File: src/core/cdrb_pkg.sv
// constants, field layouts and carrier types of the coil driver register bank
package cdrb_pkg;

    ////////////////////////////////////////////////////////////////////////////
    // register offsets (byte addresses on the serial port)
    localparam logic [7:0] REG_CONTROL      = 8'h02;
    localparam logic [7:0] REG_CURRENT_HIGH = 8'h03;
    localparam logic [7:0] REG_CURRENT_LOW  = 8'h04;
    localparam logic [7:0] REG_FAULT_STATUS = 8'h05;
    localparam logic [7:0] REG_DRIVE_MODE   = 8'h06;
    localparam logic [7:0] REG_RESONANCE    = 8'h07;

    ////////////////////////////////////////////////////////////////////////////
    // reset values
    localparam logic [7:0] CONTROL_RESET      = 8'h02;
    localparam logic [7:0] CURRENT_HIGH_RESET = 8'h00;
    localparam logic [7:0] CURRENT_LOW_RESET  = 8'h00;
    localparam logic [7:0] DRIVE_MODE_RESET   = 8'h00;
    localparam logic [7:0] RESONANCE_RESET    = 8'h83;
    localparam logic [7:0] POINTER_RESET      = 8'h00;

    ////////////////////////////////////////////////////////////////////////////
    // field positions
    localparam int CTRL_SOFT_RESET_BIT = 0;
    localparam int CTRL_RING_EN_BIT    = 1;
    localparam int CUR_UPPER_MSB       = 1;
    localparam int MODE_SETTLE_BIT     = 0;
    localparam int MODE_OUTPUT_BIT     = 1;
    localparam int MODE_RATE_LSB       = 2;
    localparam int MODE_RATE_MSB       = 4;
    localparam int FLAG_OVERCURRENT    = 0;
    localparam int FLAG_UNDERVOLTAGE   = 1;
    localparam int FLAG_COIL_OPEN      = 2;
    localparam int FLAG_COIL_SHORT     = 3;
    localparam int FLAG_THERMAL        = 4;
    localparam int FLAG_COUNT          = 5;

    ////////////////////////////////////////////////////////////////////////////
    // drive scaling: one code step is 0.1 mA, expressed in microamps
    localparam logic [16:0] CURRENT_STEP_UA = 17'h00064;
    // settling in resonance periods
    localparam logic [1:0]  SETTLE_SLOW     = 2'h2;
    localparam logic [1:0]  SETTLE_FAST     = 2'h1;
    // switching rate codes and rates in kHz
    localparam logic [2:0]  RATE_CODE_0M5   = 3'h0;
    localparam logic [2:0]  RATE_CODE_1M    = 3'h1;
    localparam logic [2:0]  RATE_CODE_2M    = 3'h3;
    localparam logic [2:0]  RATE_CODE_4M8   = 3'h5;
    localparam logic [2:0]  RATE_CODE_6M    = 3'h6;
    localparam logic [2:0]  RATE_CODE_4M    = 3'h7;
    localparam logic [12:0] RATE_KHZ_0M5    = 13'h01F4;
    localparam logic [12:0] RATE_KHZ_1M     = 13'h03E8;
    localparam logic [12:0] RATE_KHZ_2M     = 13'h07D0;
    localparam logic [12:0] RATE_KHZ_4M8    = 13'h12C0;
    localparam logic [12:0] RATE_KHZ_6M     = 13'h1770;
    localparam logic [12:0] RATE_KHZ_4M     = 13'h0FA0;

    ////////////////////////////////////////////////////////////////////////////
    // types
    typedef enum logic [0:0] {
        CDRB_STANDBY = 1'b0,
        CDRB_ACTIVE  = 1'b1
    } cdrb_power_type;

    // byte-level requests from the serial framer
    typedef struct packed {
        logic       ptr_load;
        logic       wr_en;
        logic       rd_en;
        logic [7:0] data;
    } cdrb_bus_type;

    // everything the bank holds apart from the fault flags, which sit in the flag cells
    typedef struct packed {
        logic           ring_enable;
        logic [1:0]     current_upper;
        logic [7:0]     current_lower;
        logic [4:0]     mode;
        logic [7:0]     resonance;
        logic [9:0]     applied_code;
        logic [16:0]    current_ua;
        logic [7:0]     pointer;
        logic [7:0]     rd_data;
        logic           rd_valid;
        cdrb_power_type power;
    } cdrb_state_type;

    typedef struct packed {
        logic flag;
    } cdrb_flag_state_type;

endpackage : cdrb_pkg

File: src/core/cdrb_bank.sv
// register bank of the voice coil driver: current code, faults, mode, resonance
// What this block does
// - The drive current is the code times 0.1 mA, zero at code zero and 102.3 mA at all ones.
// - All fault flags clear on the move from standby to active.
// - A thermal trip forces standby and blocks active until the die cools and the thermal flag clears.
// - Status bits 0 to 4 report overcurrent, undervoltage, coil open, coil short and thermal, bits 7:5 zero.
// - Mode bit 0 selects settling over two resonance periods at 0 and one period at 1.
// - Mode bit 1 selects PWM drive at 0 and linear drive at 1.
// - Mode bits 4:2 select 0.5, 1, 2, 4.8, 6.0 or 4 MHz for codes 0, 1, 3, 5, 6, 7; codes 2 and 4 do not exist.
// - The resonance setting resets to 0x83.
// - Writing one to the soft reset bit restores all defaults except the register pointer, enters standby and the bit reads back zero.
// - The register pointer advances by one after every data byte written or read.
`timescale 1ns/10ps
module cdrb_bank (
    input  wire logic                  core_clk_i,
    input  wire logic                  arst_n_i,
    input  wire cdrb_pkg::cdrb_bus_type bus_i,
    output logic [7:0]                 rd_data_o,
    output logic                       rd_valid_o,
    input  wire logic                  wake_i,
    input  wire logic                  sleep_i,
    input  wire logic [4:0]            fault_detect_i,
    output logic                       active_o,
    output logic [9:0]                 coil_current_code_o,
    output logic [16:0]                coil_current_ua_o,
    output logic                       ring_enable_o,
    output logic [1:0]                 settle_periods_o,
    output logic                       linear_mode_o,
    output logic [12:0]                switching_rate_khz_o,
    output logic                       switching_rate_valid_o,
    output logic [7:0]                 resonance_setting_o
);
    cdrb_pkg::cdrb_state_type state;
    cdrb_pkg::cdrb_state_type next_state;
    logic [4:0]               flags;
    logic [4:0]               flag_clear;
    logic                     soft_reset;
    logic                     go_active;
    logic                     thermal_trip;
    logic [7:0]               read_value;
    logic [2:0]               rate_code;
    logic [13:0]              rate_entry;

    ////////////////////////////////////////////////////////////////////////////
    // switching rate lookup
    function automatic logic [13:0] cdrb_rate_lookup(input logic [2:0] code);
        logic [13:0] result;
        result = 14'h0000;
        case (code)
            cdrb_pkg::RATE_CODE_0M5: result = {1'b1, cdrb_pkg::RATE_KHZ_0M5};
            cdrb_pkg::RATE_CODE_1M:  result = {1'b1, cdrb_pkg::RATE_KHZ_1M};
            cdrb_pkg::RATE_CODE_2M:  result = {1'b1, cdrb_pkg::RATE_KHZ_2M};
            cdrb_pkg::RATE_CODE_4M8: result = {1'b1, cdrb_pkg::RATE_KHZ_4M8};
            cdrb_pkg::RATE_CODE_6M:  result = {1'b1, cdrb_pkg::RATE_KHZ_6M};
            cdrb_pkg::RATE_CODE_4M:  result = {1'b1, cdrb_pkg::RATE_KHZ_4M};
            default:                 result = 14'h0000; // missing codes drive nothing
        endcase
        return result;
    endfunction : cdrb_rate_lookup

    ////////////////////////////////////////////////////////////////////////////
    // power state events
    assign soft_reset   = bus_i.wr_en && !bus_i.ptr_load
                          && (state.pointer == cdrb_pkg::REG_CONTROL)
                          && bus_i.data[cdrb_pkg::CTRL_SOFT_RESET_BIT];
    assign thermal_trip = flags[cdrb_pkg::FLAG_THERMAL] || fault_detect_i[cdrb_pkg::FLAG_THERMAL];
    assign go_active    = (state.power == cdrb_pkg::CDRB_STANDBY) && wake_i && !soft_reset
                          && !thermal_trip;

    // flag clear terms: wake, soft reset, and a cooled die while in standby
    always_comb begin
        flag_clear = {5{go_active || soft_reset}};
        if ((state.power == cdrb_pkg::CDRB_STANDBY)
            && !fault_detect_i[cdrb_pkg::FLAG_THERMAL]) begin
            flag_clear[cdrb_pkg::FLAG_THERMAL] = 1'b1;
        end
    end

    ////////////////////////////////////////////////////////////////////////////
    // sticky fault flags, one cell for each of status bits 0 to 4
    genvar gi;
    generate
        for (gi = 0; gi < cdrb_pkg::FLAG_COUNT; gi++) begin : g_flag
            cdrb_fault_flag u_flag (
                .core_clk_i (core_clk_i),
                .arst_n_i   (arst_n_i),
                .set_i      (fault_detect_i[gi]),
                .clear_i    (flag_clear[gi]),
                .flag_o     (flags[gi])
            );
        end
    endgenerate

    ////////////////////////////////////////////////////////////////////////////
    // read multiplexer, unused bits and unmapped offsets read zero
    always_comb begin
        read_value = 8'h00;
        if (state.pointer == cdrb_pkg::REG_CONTROL) begin
            read_value[cdrb_pkg::CTRL_RING_EN_BIT] = state.ring_enable;
        end else if (state.pointer == cdrb_pkg::REG_CURRENT_HIGH) begin
            read_value = {6'h00, state.current_upper};
        end else if (state.pointer == cdrb_pkg::REG_CURRENT_LOW) begin
            read_value = state.current_lower;
        end else if (state.pointer == cdrb_pkg::REG_FAULT_STATUS) begin
            read_value = {3'h0, flags};
        end else if (state.pointer == cdrb_pkg::REG_DRIVE_MODE) begin
            read_value = {3'h0, state.mode};
        end else if (state.pointer == cdrb_pkg::REG_RESONANCE) begin
            read_value = state.resonance;
        end
    end

    ////////////////////////////////////////////////////////////////////////////
    // next state of the bank
    always_comb begin
        next_state          = state;
        next_state.rd_valid = 1'b0;
        // pointer handling and byte transfers
        if (bus_i.ptr_load) begin
            next_state.pointer = bus_i.data;
        end else if (bus_i.wr_en) begin
            next_state.pointer = state.pointer + 8'h01;
            if (state.pointer == cdrb_pkg::REG_CONTROL) begin
                next_state.ring_enable = bus_i.data[cdrb_pkg::CTRL_RING_EN_BIT];
            end else if (state.pointer == cdrb_pkg::REG_CURRENT_HIGH) begin
                next_state.current_upper = bus_i.data[cdrb_pkg::CUR_UPPER_MSB:0];
            end else if (state.pointer == cdrb_pkg::REG_CURRENT_LOW) begin
                next_state.current_lower = bus_i.data;
                next_state.applied_code  = {state.current_upper, bus_i.data};
            end else if (state.pointer == cdrb_pkg::REG_DRIVE_MODE) begin
                next_state.mode = bus_i.data[cdrb_pkg::MODE_RATE_MSB:0];
            end else if (state.pointer == cdrb_pkg::REG_RESONANCE) begin
                next_state.resonance = bus_i.data;
            end
        end else if (bus_i.rd_en) begin
            next_state.pointer  = state.pointer + 8'h01;
            next_state.rd_data  = read_value;
            next_state.rd_valid = 1'b1;
        end
        // drive current tracks the applied code
        next_state.current_ua = 17'(next_state.applied_code) * cdrb_pkg::CURRENT_STEP_UA;
        // power state machine
        case (state.power)
            cdrb_pkg::CDRB_STANDBY: begin
                if (go_active) begin
                    next_state.power = cdrb_pkg::CDRB_ACTIVE;
                end
            end
            cdrb_pkg::CDRB_ACTIVE: begin
                if (thermal_trip || sleep_i) begin
                    next_state.power = cdrb_pkg::CDRB_STANDBY;
                end
            end
            default: begin
                next_state.power = cdrb_pkg::CDRB_STANDBY;
            end
        endcase
        // soft reset restores defaults, keeps pointer advance and read answer
        if (soft_reset) begin
            next_state.ring_enable   = cdrb_pkg::CONTROL_RESET[cdrb_pkg::CTRL_RING_EN_BIT];
            next_state.current_upper = cdrb_pkg::CURRENT_HIGH_RESET[cdrb_pkg::CUR_UPPER_MSB:0];
            next_state.current_lower = cdrb_pkg::CURRENT_LOW_RESET;
            next_state.applied_code  = {cdrb_pkg::CURRENT_HIGH_RESET[cdrb_pkg::CUR_UPPER_MSB:0],
                                        cdrb_pkg::CURRENT_LOW_RESET};
            next_state.current_ua    = 17'h00000;
            next_state.mode          = cdrb_pkg::DRIVE_MODE_RESET[cdrb_pkg::MODE_RATE_MSB:0];
            next_state.resonance     = cdrb_pkg::RESONANCE_RESET;
            next_state.power         = cdrb_pkg::CDRB_STANDBY;
        end
    end

    ////////////////////////////////////////////////////////////////////////////
    // state register
    always_ff @(posedge core_clk_i or negedge arst_n_i) begin
        if (!arst_n_i) begin
            state.ring_enable   <= cdrb_pkg::CONTROL_RESET[cdrb_pkg::CTRL_RING_EN_BIT];
            state.current_upper <= cdrb_pkg::CURRENT_HIGH_RESET[cdrb_pkg::CUR_UPPER_MSB:0];
            state.current_lower <= cdrb_pkg::CURRENT_LOW_RESET;
            state.mode          <= cdrb_pkg::DRIVE_MODE_RESET[cdrb_pkg::MODE_RATE_MSB:0];
            state.resonance     <= cdrb_pkg::RESONANCE_RESET;
            state.applied_code  <= 10'h000;
            state.current_ua    <= 17'h00000;
            state.pointer       <= cdrb_pkg::POINTER_RESET;
            state.rd_data       <= 8'h00;
            state.rd_valid      <= 1'b0;
            state.power         <= cdrb_pkg::CDRB_STANDBY;
        end else begin
            state <= next_state;
        end
    end

    ////////////////////////////////////////////////////////////////////////////
    // outputs from the registered state
    assign rate_code              = state.mode[cdrb_pkg::MODE_RATE_MSB:cdrb_pkg::MODE_RATE_LSB];
    assign rd_data_o              = state.rd_data;
    assign rd_valid_o             = state.rd_valid;
    assign active_o               = (state.power == cdrb_pkg::CDRB_ACTIVE);
    assign coil_current_code_o    = state.applied_code;
    assign coil_current_ua_o      = state.current_ua;
    assign ring_enable_o          = state.ring_enable;
    assign settle_periods_o       = state.mode[cdrb_pkg::MODE_SETTLE_BIT]
                                    ? cdrb_pkg::SETTLE_FAST
                                    : cdrb_pkg::SETTLE_SLOW;
    assign linear_mode_o          = state.mode[cdrb_pkg::MODE_OUTPUT_BIT];
    assign rate_entry             = cdrb_rate_lookup(rate_code);
    assign switching_rate_khz_o   = rate_entry[12:0];
    assign switching_rate_valid_o = rate_entry[13];
    assign resonance_setting_o    = state.resonance;

endmodule : cdrb_bank

File: src/core/cdrb_fault_flag.sv
// one sticky fault flag: set by its detector, set wins over clear
`timescale 1ns/10ps
module cdrb_fault_flag (
    input  wire logic core_clk_i,
    input  wire logic arst_n_i,
    input  wire logic set_i,
    input  wire logic clear_i,
    output logic      flag_o
);
    cdrb_pkg::cdrb_flag_state_type state;
    cdrb_pkg::cdrb_flag_state_type next_state;

    // next flag value, set has priority
    always_comb begin
        next_state = state;
        if (set_i) begin
            next_state.flag = 1'b1;
        end else if (clear_i) begin
            next_state.flag = 1'b0;
        end
    end

    // state register
    always_ff @(posedge core_clk_i or negedge arst_n_i) begin
        if (!arst_n_i) begin
            state <= '0;
        end else begin
            state <= next_state;
        end
    end

    assign flag_o = state.flag;

endmodule : cdrb_fault_flag

File: config.mk
export PLATFORM = sky130hd
export DESIGN_NAME = cdrb_bank
export DESIGN_NICKNAME = d
export VERILOG_FILES = /design/src/core/cdrb_pkg.sv /design/src/core/cdrb_bank.sv /design/src/core/cdrb_fault_flag.sv
export SDC_FILE = /design/constraint.sdc
export NUM_CORES = 1
export LEC_CHECK = 0
export BUFFER_PORTS_ARGS = -buffer_cell sky130_fd_sc_hd__buf_2
export CAP_MARGIN = 20
export CORE_ASPECT_RATIO = 1.75
export CORE_MARGIN = 1.5
export CORE_UTILIZATION = 40
export CTS_CLUSTER_DIAMETER = 150
export CTS_CLUSTER_SIZE = 20
export DETAILED_ROUTE_END_ITERATION = 10
export PLACE_DENSITY_LB_ADDON = 0.2
export SLEW_MARGIN = 30
export SYNTH_ARGS = -nofsm -noshare
export SYNTH_HDL_FRONTEND = slang
export SYNTH_SLANG_ARGS = --single-unit
File: constraint.sdc
create_clock -name core_clk_i -period 4.28 [get_ports core_clk_i]
set_input_delay 0.856 -clock core_clk_i [delete_from_list [all_inputs] [get_ports core_clk_i]]
set_output_delay 0.856 -clock core_clk_i [all_outputs]
set_load 0.01 [all_outputs]
==> After elaboration in Yosys (flattened, before gate mapping) <==
Cells that the tools add are included.
{ "op_classes": {"order_cmp": 0, "mux": 40, "n_addsub": 1, "mul": 1, "bitwise_logic": 3, "eq_ne": 16, "reduce_logical": 33, "div": 0, "n_shift": 0} }
{ "ops": {"columns": ["operator", "n"], "rows": [
  ["case mux 14 bit (6 select lines)", 1],
  ["two-way mux 8 bit", 10],
  ["two-way mux 34 bit", 2],
  ["two-way mux 51 bit", 1],
  ["two-way mux 33 bit", 1],
  ["equality test 8 x 3 -> 1 bit, second input constant", 4],
  ["two-way mux 31 bit", 1],
  ["nonzero test 2 bit", 11],
  ["two-way mux 17 bit", 1],
  ["equality test 8 x 2 -> 1 bit, second input constant", 2],
  ["two-way mux 1 bit", 16],
  ["multiplier 10 x 5 -> 15 bit, second input constant", 1],
  ["two-way mux 13 bit", 1],
  ["two-way mux 10 bit", 1],
  ["equality test 3 bit, second input constant", 3],
  ["adder 8 x 1 -> 8 bit, second input constant", 1],
  ["inequality test 2 bit, second input constant", 4],
  ["logical AND 1 bit", 7],
  ["AND reduction 7 bit", 1],
  ["two-way mux 6 bit", 1],
  ["AND reduction 3 bit", 2],
  ["AND reduction 6 bit", 1],
  ["two-way mux 5 bit", 1],
  ["AND reduction 5 bit", 1],
  ["other kinds (11)", 19]
]} }
{ "word_totals": {"out_inout_bits": 63, "inputBits": 20, "mem_bits_ro": 0, "ramBits": 0, "latch_bits": 0, "n_memories": 0, "reg_bits": 74, "elab_cells": 110} }

==> Depth between registers and ports, before layout <==
Gate-level depths: netlist of run 1.
{ "logic_depth": {"ltp_word": 11, "mapped_depth": 18, "mapped_depth_nobuf": 17} }

==> Hierarchy <==
Synthesis of run 1 repeated with hierarchy kept, for this count alone.
{ "hier_totals": {"hier_cells": 482, "area_unflattened_um2": 4518.1} }
{ "modules_own_cells": {"columns": ["module", "cells_each", "seq_area_each_um2", "area_each_um2", "instances"], "rows": [
  ["cdrb_bank", 467, 1606.5, 4336.7, 1],
  ["cdrb_fault_flag", 3, 25.0, 36.3, 5]
]} }

==> Worst setup path before layout of run 1 <==
OpenSTA, ideal clock, no wires.
{ "synth_timing": {"path_kind": "input -> register", "start": "input bus_i[9] in the netlist's numbering", "end": "register state (netlist bit coil_current_ua_o[14])", "path_buffers": 1, "arrival_ps": 4216, "setup_ps": 121, "slack_ps": -57, "cell_stages": 16, "cell_sequence": "clkbuf_1 nand3b_1 nor4_4 mux2i_1 inv_1 ha_1 ha_1 inv_1 fa_1 inv_1 ha_1 or4_1 o21ai_0 a31oi_1 xnor2_1 nor2_1"} }
{ "synth_lines": {"columns": ["element", "line_no", "rtl"], "rows": [
  ["from (decl)", "cdrb_bank.sv:17", "input wire cdrb_pkg::cdrb_bus_type bus_i,"],
  ["to (signal assigned)", "cdrb_bank.sv:188", "state <= next_state;"],
  ["to (decl)", "cdrb_bank.sv:33", "cdrb_pkg::cdrb_state_type state;"]
]} }

==> results_dict.tcl, run 1 <==
set metrics [dict create \
    run_status "finished, final reports clean" \
    cts_tree "yes" \
    grtUsageTotal 0.2148 \
    yosysMostFrequentCell "nand2_1" \
    grt_antenna_before_repair 0 \
    worst_pin_slew_ps 885.7 \
    synth_cell_types 55 \
    first_pass_iters 4 \
    yosys.area.top_type "dfrtp_1" \
    synthToLayoutAreaGrowth_pct 21.30 \
    crit_family "simple AND/OR/NAND/NOR gates" \
    clk-insertion-delay-late_ps 340 \
    grt_first_pass_wirelength_um 19830 \
    seq_area_frac_synth 0.3790 \
    hp-class "register to register" \
    ys_warn_count 0 \
    synth_top_area_share 0.3560 \
    synth-seq-cells 69 \
    timing.hold.ws_ps 478.7 \
    synthAdderAreaFrac 0.1314 \
    max_stage_delay_ps 580 \
    grt_remaining_overflow 0 \
    synth_area_um2 4569 \
    grt_max_degree 31 \
    powerDensity_nw_per_um2 440.2 \
    h-tree-depth 3 \
    synthArstFlopShare 1.000 \
    vias 3777 \
    rows 51 \
    synth_area_per_cell_um2 9.030 \
    grt_pass1_vias 3878 \
    route.antenna.remaining_nets 0 \
    wl_per_cell_um 17.57 \
    postSynthCellCount 506 \
    synth_top_family_by_area "simple AND/OR/NAND/NOR gates" \
    fin_worst_skew_ps 6.932 \
    power_mw 2.440 \
    drv_cap 0 \
    drive_above_1_share 0.2997 \
    slew_headroom 0.4068 \
    crit_slowest_cell "or4_4" \
    nets 644 \
    cts_buffer_depth 2 \
    hold_violations 0 \
    dpl.hpwl_um 9755 \
    yosys.area_share.simple 0.1676 \
    drc 0 \
    finalCriticalPeriod_ps 4105 \
    numCtsBuffers 9 \
    antenna_cells 0 \
    crit_type "register to register" \
    synth_compound_area_frac 0.1476 \
    cp_cell_sequence "or4_4, nor3_4, nand3_4, nand2_4, nand2_2, buf_4, ha_1, ha_1, inv_1, fa_1, inv_2, ha_4, or4_1, o21ai_1, a31oi_1, xnor2_1, nor2_1" \
    dieWidth_um 83.80 \
    cp_data_arrival_time_ps 4310 \
    fin_ws_ps 174.5 \
    drtIter0Drc 223 \
    p_leak_nw 2.911 \
    fin_setup_tns_ps 0 \
    cp-start-kind "register" \
    cts_hold_buffers 0 \
    crit_fanout 6 \
    via_per_inst 5.275 \
    port_buffers 78 \
    ys.flop_type "dfrtp_1" \
    synth_edf_count 0 \
    synth_mux_area_frac 0.01643 \
    clk_pin_slew_worst_paths_ps 60 \
    fp.dieH_um 144.4 \
    core_area_um2 11100 \
    crit_buf_inv 3 \
    gp_congestion 0.8919 \
    setup_violations 0 \
    period_share 0.9592 \
    max_freq_ghz 0.2436 \
    maxSlewViolCount 0 \
    dieArea_um2 12100 \
    io_pins 83 \
    synth_common_cells "nand2_1, dfrtp_1, buf_4, inv_1, ha_1" \
    cp-end-kind "register" \
    ir_worst_vdd_v 0.0002218 \
    root_buffer "clkbuf_16" \
    clock_sinks 69 \
    preCtsSetupSlack_ps -124.8 \
    crit_top_cell "ha_1" \
    start_util 0.4115 \
    cp.required_ps 4490 \
    synthXorXnorAreaFrac 0.02875 \
    synth_area_leaders "dfrtp_1, ha_1, buf_4" \
    routed_wl_um 12580 \
]
## logic make-up after synthesis
family                   count (synthesis)
other                                    1
flip-flops                              69
AND/OR/NAND/NOR                        153
buffers and inverters                  108
multiplexers                             7
AO/OA/AOI/OAI                          108
adder cells (fa/ha/maj)                 45
XOR/XNOR                                15
## where the power goes
part           total [mW]  internal (mW)  leakage, nW  switching [mW]
Clock               0.884          0.572        0.166           0.312
Combinational       0.732          0.324         1.86           0.408
Sequential          0.825          0.750        0.883          0.0741
## per-stage QoR
| step | utilization | cells | cell area (µm²) |
|---|---|---|---|
| after floorplan | - | 509 | 4598 |
| after CTS | 0.4855 | 710 | 5390 |
| final | 0.4992 | 716 | 5543 |
| after global placement | 0.4536 | 694 | 5036 |
| after detailed placement | 0.4536 | 694 | 5036 |
| after global routing | 0.4992 | 716 | 5543 |
## cells in the final DEF, fill, tap and decap left out, types with 7 or more instances in the layout
cell type / instances
clkbuf_16: 9
a21oi_1: 27
nor2_1: 23
nand2_1: 66
inv_1: 41
xor2_1: 7
a21o_1: 7
xnor2_1: 8
ha_1: 35
a22o_1: 7
nand3_1: 8
nand2b_1: 7
buf_2: 78
nor2b_1: 8
o21ai_0: 28
nor3_1: 7
dfrtp_1: 64
buf_4: 45
## routing by layer
metal | track usage | vias up | wire length [µm]
li1 | - | 1823 | -
met1 | 0.2177 | 1822 | 4509
met2 | 0.4172 | 106 | 7213
met3 | 0.03824 | 26 | 452
met4 | 0.1061 | 0 | 408
met5 | 0 | - | 0
## final timing paths
kind                              start                endpoint  slack (ps)  depth (start not counted)
setup / recovery              state[15]   coil_current_ua_o[14]         170                         17
hold / removal             rd_data_o[5]            rd_data_o[5]         480                          2
setup reg to reg              state[15]   coil_current_ua_o[14]         170                         17
hold reg to reg            rd_data_o[5]            rd_data_o[5]         480                          2
max in group asynchronous      arst_n_i  resonance_setting_o[1]        2970                          2
min in group asynchronous      arst_n_i  coil_current_code_o[3]         500                          1
## what timing repair did
item / in CTS / in global routing
setup endpoints to repair: 4 / 6
resized for setup: 1 / 23
setup buffers: 0 / 6
pin swaps: 0 / 8
## layout make-up
type                       count  area [µm²]
clock buffer                   9       225.2
multi-input combinational    332        2395
sequential                    69        1733
fill                        1073        5560
clock inverter                 7       123.9
timing repair buffer         124       739.5
tap                          132       165.2
inverter                      43       161.4
## registers in the layout (all words and copies together) (netlist names)
register	flops
state	19
coil_current_ua_o	12
resonance_setting_o	8
linear_mode_o	1
ring_enable_o	1
rd_data_o	8
active_o	1
rate_code	3
g_flag.u_flag.flag_o	5
rd_valid_o	1
coil_current_code_o	10
## worst min-delay path: stages, from the launching register on
cell and delay, ps:
dfrtp_1 340, nand2_1 50, o31ai_1 50
No activity file was read; power rests on OpenSTA's default activity.
==> run 2, diff against run 1 <==
Settings changed: CORE_ASPECT_RATIO 1.75 to 1.5.
==> run 2 against run 1 <==
Register-to-register slack worse by 20 ps. Critical path depth up 1. Non-clock buffer count unchanged. Hold slack worse by 8.6 ps. Power down 6.3%. Fmax down 0.44%. Via count down 1.0%. Clock power down 13%. Cell area down 1.3%. Wire length down 9.0%. Setup slack worse by 18 ps. Critical path type unchanged.
==> results_dict.tcl, run 2 (synthesized netlist as in run 1, its figures left out) <==
set metrics [dict create \
    drv_cap 0 \
    grt_first_pass_wirelength_um 18530 \
    r2r_slack_ps 160 \
    worst_pin_slew_ps 638.0 \
    drtIter0Drc 211 \
    grt_remaining_overflow 0 \
    vias 3739 \
    top_layer "met4" \
    crit_slowest_cell "or4_4" \
    timing.hold.ws_ps 470.1 \
    ir_worst_vdd_v 0.0002121 \
    start_util 0.4133 \
    run_status "finished, final reports clean" \
    hold_violations 0 \
    final_cell_mix "buf_2, nand2_1, dfrtp_1" \
    wl_met1_um 4509 \
    route.met3.wl_um 390 \
    final_util 0.4948 \
    grtUsageTotal 0.1965 \
    grt_max_degree 70 \
    max_freq_ghz 0.2425 \
    powerDensity_nw_per_um2 417.9 \
    crit_type "register to register" \
    fp.dieH_um 133.9 \
    routed_wl_um 11460 \
    finalCriticalPeriod_ps 4124 \
    drive_above_1_share 0.2877 \
    layout_commonest_cell "buf_2" \
    cp_cell_sequence "or4_4, nor3_4, nand3_1, buf_4, nand2_1, nand2_1, ha_1, ha_1, inv_1, fa_1, inv_1, ha_1, buf_4, nand3_1, o211ai_1, nand4_1, a211o_1, nand2_1" \
    clock_sinks 69 \
    dieArea_um2 12090 \
    drc 0 \
    fin_worst_skew_ps 7.095 \
    cp.required_ps 4550 \
    numCtsBuffers 9 \
    core_area_um2 11060 \
    crit_fanout 6 \
    wl_per_cell_um 15.67 \
    hp-class "register to register" \
    dieWidth_um 90.27 \
    crit_family "adder cells" \
    met2WireLength_um 6159 \
    p_leak_nw 2.906 \
    maxSlewViolCount 0 \
    gp_congestion 0.9190 \
    synthToLayoutAreaGrowth_pct 19.72 \
    h-tree-depth 3 \
    ff2ff_path_depth 18 \
    period_share 0.9635 \
    cts_hold_buffers 0 \
    grt_pass1_vias 3686 \
    regMostFlops "state" \
    slew_headroom 0.5747 \
    clk_pin_slew_worst_paths_ps 60 \
    n_fill_cell 1114 \
    worstReg2RegEnd "coil_current_ua_o[15]" \
    holdPathEnd "g_flag[2].u_flag.flag_o" \
    first_pass_iters 4 \
    nets 644 \
    io_pins 83 \
    grt_antenna_before_repair 0 \
    route.antenna.remaining_nets 0 \
    crit_buf_inv 4 \
    min_from "g_flag[2].u_flag.flag_o" \
    cp-end-kind "register" \
    cts_buffer_depth 2 \
    hold_path_depth 1 \
    max_stage_delay_ps 550 \
    setup_violations 0 \
    power_mw 2.286 \
    cp_data_arrival_time_ps 4400 \
    dpl.hpwl_um 8907 \
    cts_tree "yes" \
    via_per_inst 5.115 \
    rows 47 \
    root_buffer "clkbuf_16" \
    port_buffers 78 \
    largest_register_ffs 19 \
    cp-start-kind "register" \
    r2r-start "state[15]" \
    clk-insertion-delay-late_ps 340 \
    antenna_cells 0 \
]
run 2: cell types whose count changed in the layout (fill, tap and decap cells not counted), sizes merged:
cell	delta
clkinvlp	-1
clkbuf	+2
bufinv	-2
inv	+1
run 2: worst register-to-register path: stages, from the launching register on:
cell and delay [ps]:
dfrtp_2 440, or4_4 550, nor3_4 130, nand3_1 100, buf_4 170, nand2_1 100, nand2_1 100, ha_1 300
ha_1 280, inv_1 50, fa_1 490, inv_1 40, ha_1 300, buf_4 120, nand3_1 70, o211ai_1 330
nand4_1 170, a211o_1 270, nand2_1 50
run 2: final cells by class:
cell class	instances	area (µm²)	share of cell area
Timing Repair Buffer	124	743.2	0.1359
Clock buffer	11	252.7	0.04620
Inverter	43	161.4	0.02951
Sequential cell	69	1733	0.3168
Multi-Input combinational cell	332	2338	0.4275
Clock inverter	5	57.56	0.01052
Tap cell	147	183.9	0.03362
run 2: report_power, final:
group | switching (mW) | leakage, nW | internal (mW) | total (mW)
clock network | 0.286 | 0.156 | 0.484 | 0.770
registers | 0.0646 | 0.883 | 0.750 | 0.815
logic | 0.383 | 1.87 | 0.318 | 0.701
run 2: what timing repair did:
item | 4_1_cts | 5_1_grt
resized for setup | 0 | 12
setup buffers | 0 | 1
endpoints found under the setup margin | 0 | 5
run 2: worst max-delay path by stage:
stage | start | endpoint | slack (ps) | depth (start not counted)
global placement | bus_i[10] | coil_current_ua_o[14] | -80 | 17
detailed placement | bus_i[10] | coil_current_ua_o[14] | -50 | 17
floorplan | bus_i[9] | coil_current_ua_o[13] | 50 | 17
finish | state[15] | coil_current_ua_o[15] | 160 | 18
global route | state[15] | coil_current_ua_o[15] | -3 | 18
CTS | state[15] | coil_current_ua_o[14] | 50 | 16
run 2: routing by layer:
layer | track usage | vias to the layer above
met4 | 0.1049 | 0
li1 | - | 1827
met1 | 0.2189 | 1798
met5 | 0 | -
met3 | 0.03175 | 22
met2 | 0.3561 | 92
run 2: per-stage QoR:
step	cell area [µm²]	cells	setup slack (ps)	TNS, ps
after global placement	5092	714	-76.65	-118.7
after global routing	5470	731	-2.613	-2.613
after detailed placement	5092	714	-48.59	-64.36
after CTS	5403	730	47.48	0
after floorplan	4598	509	49.50	0
final	5470	731	156.3	0
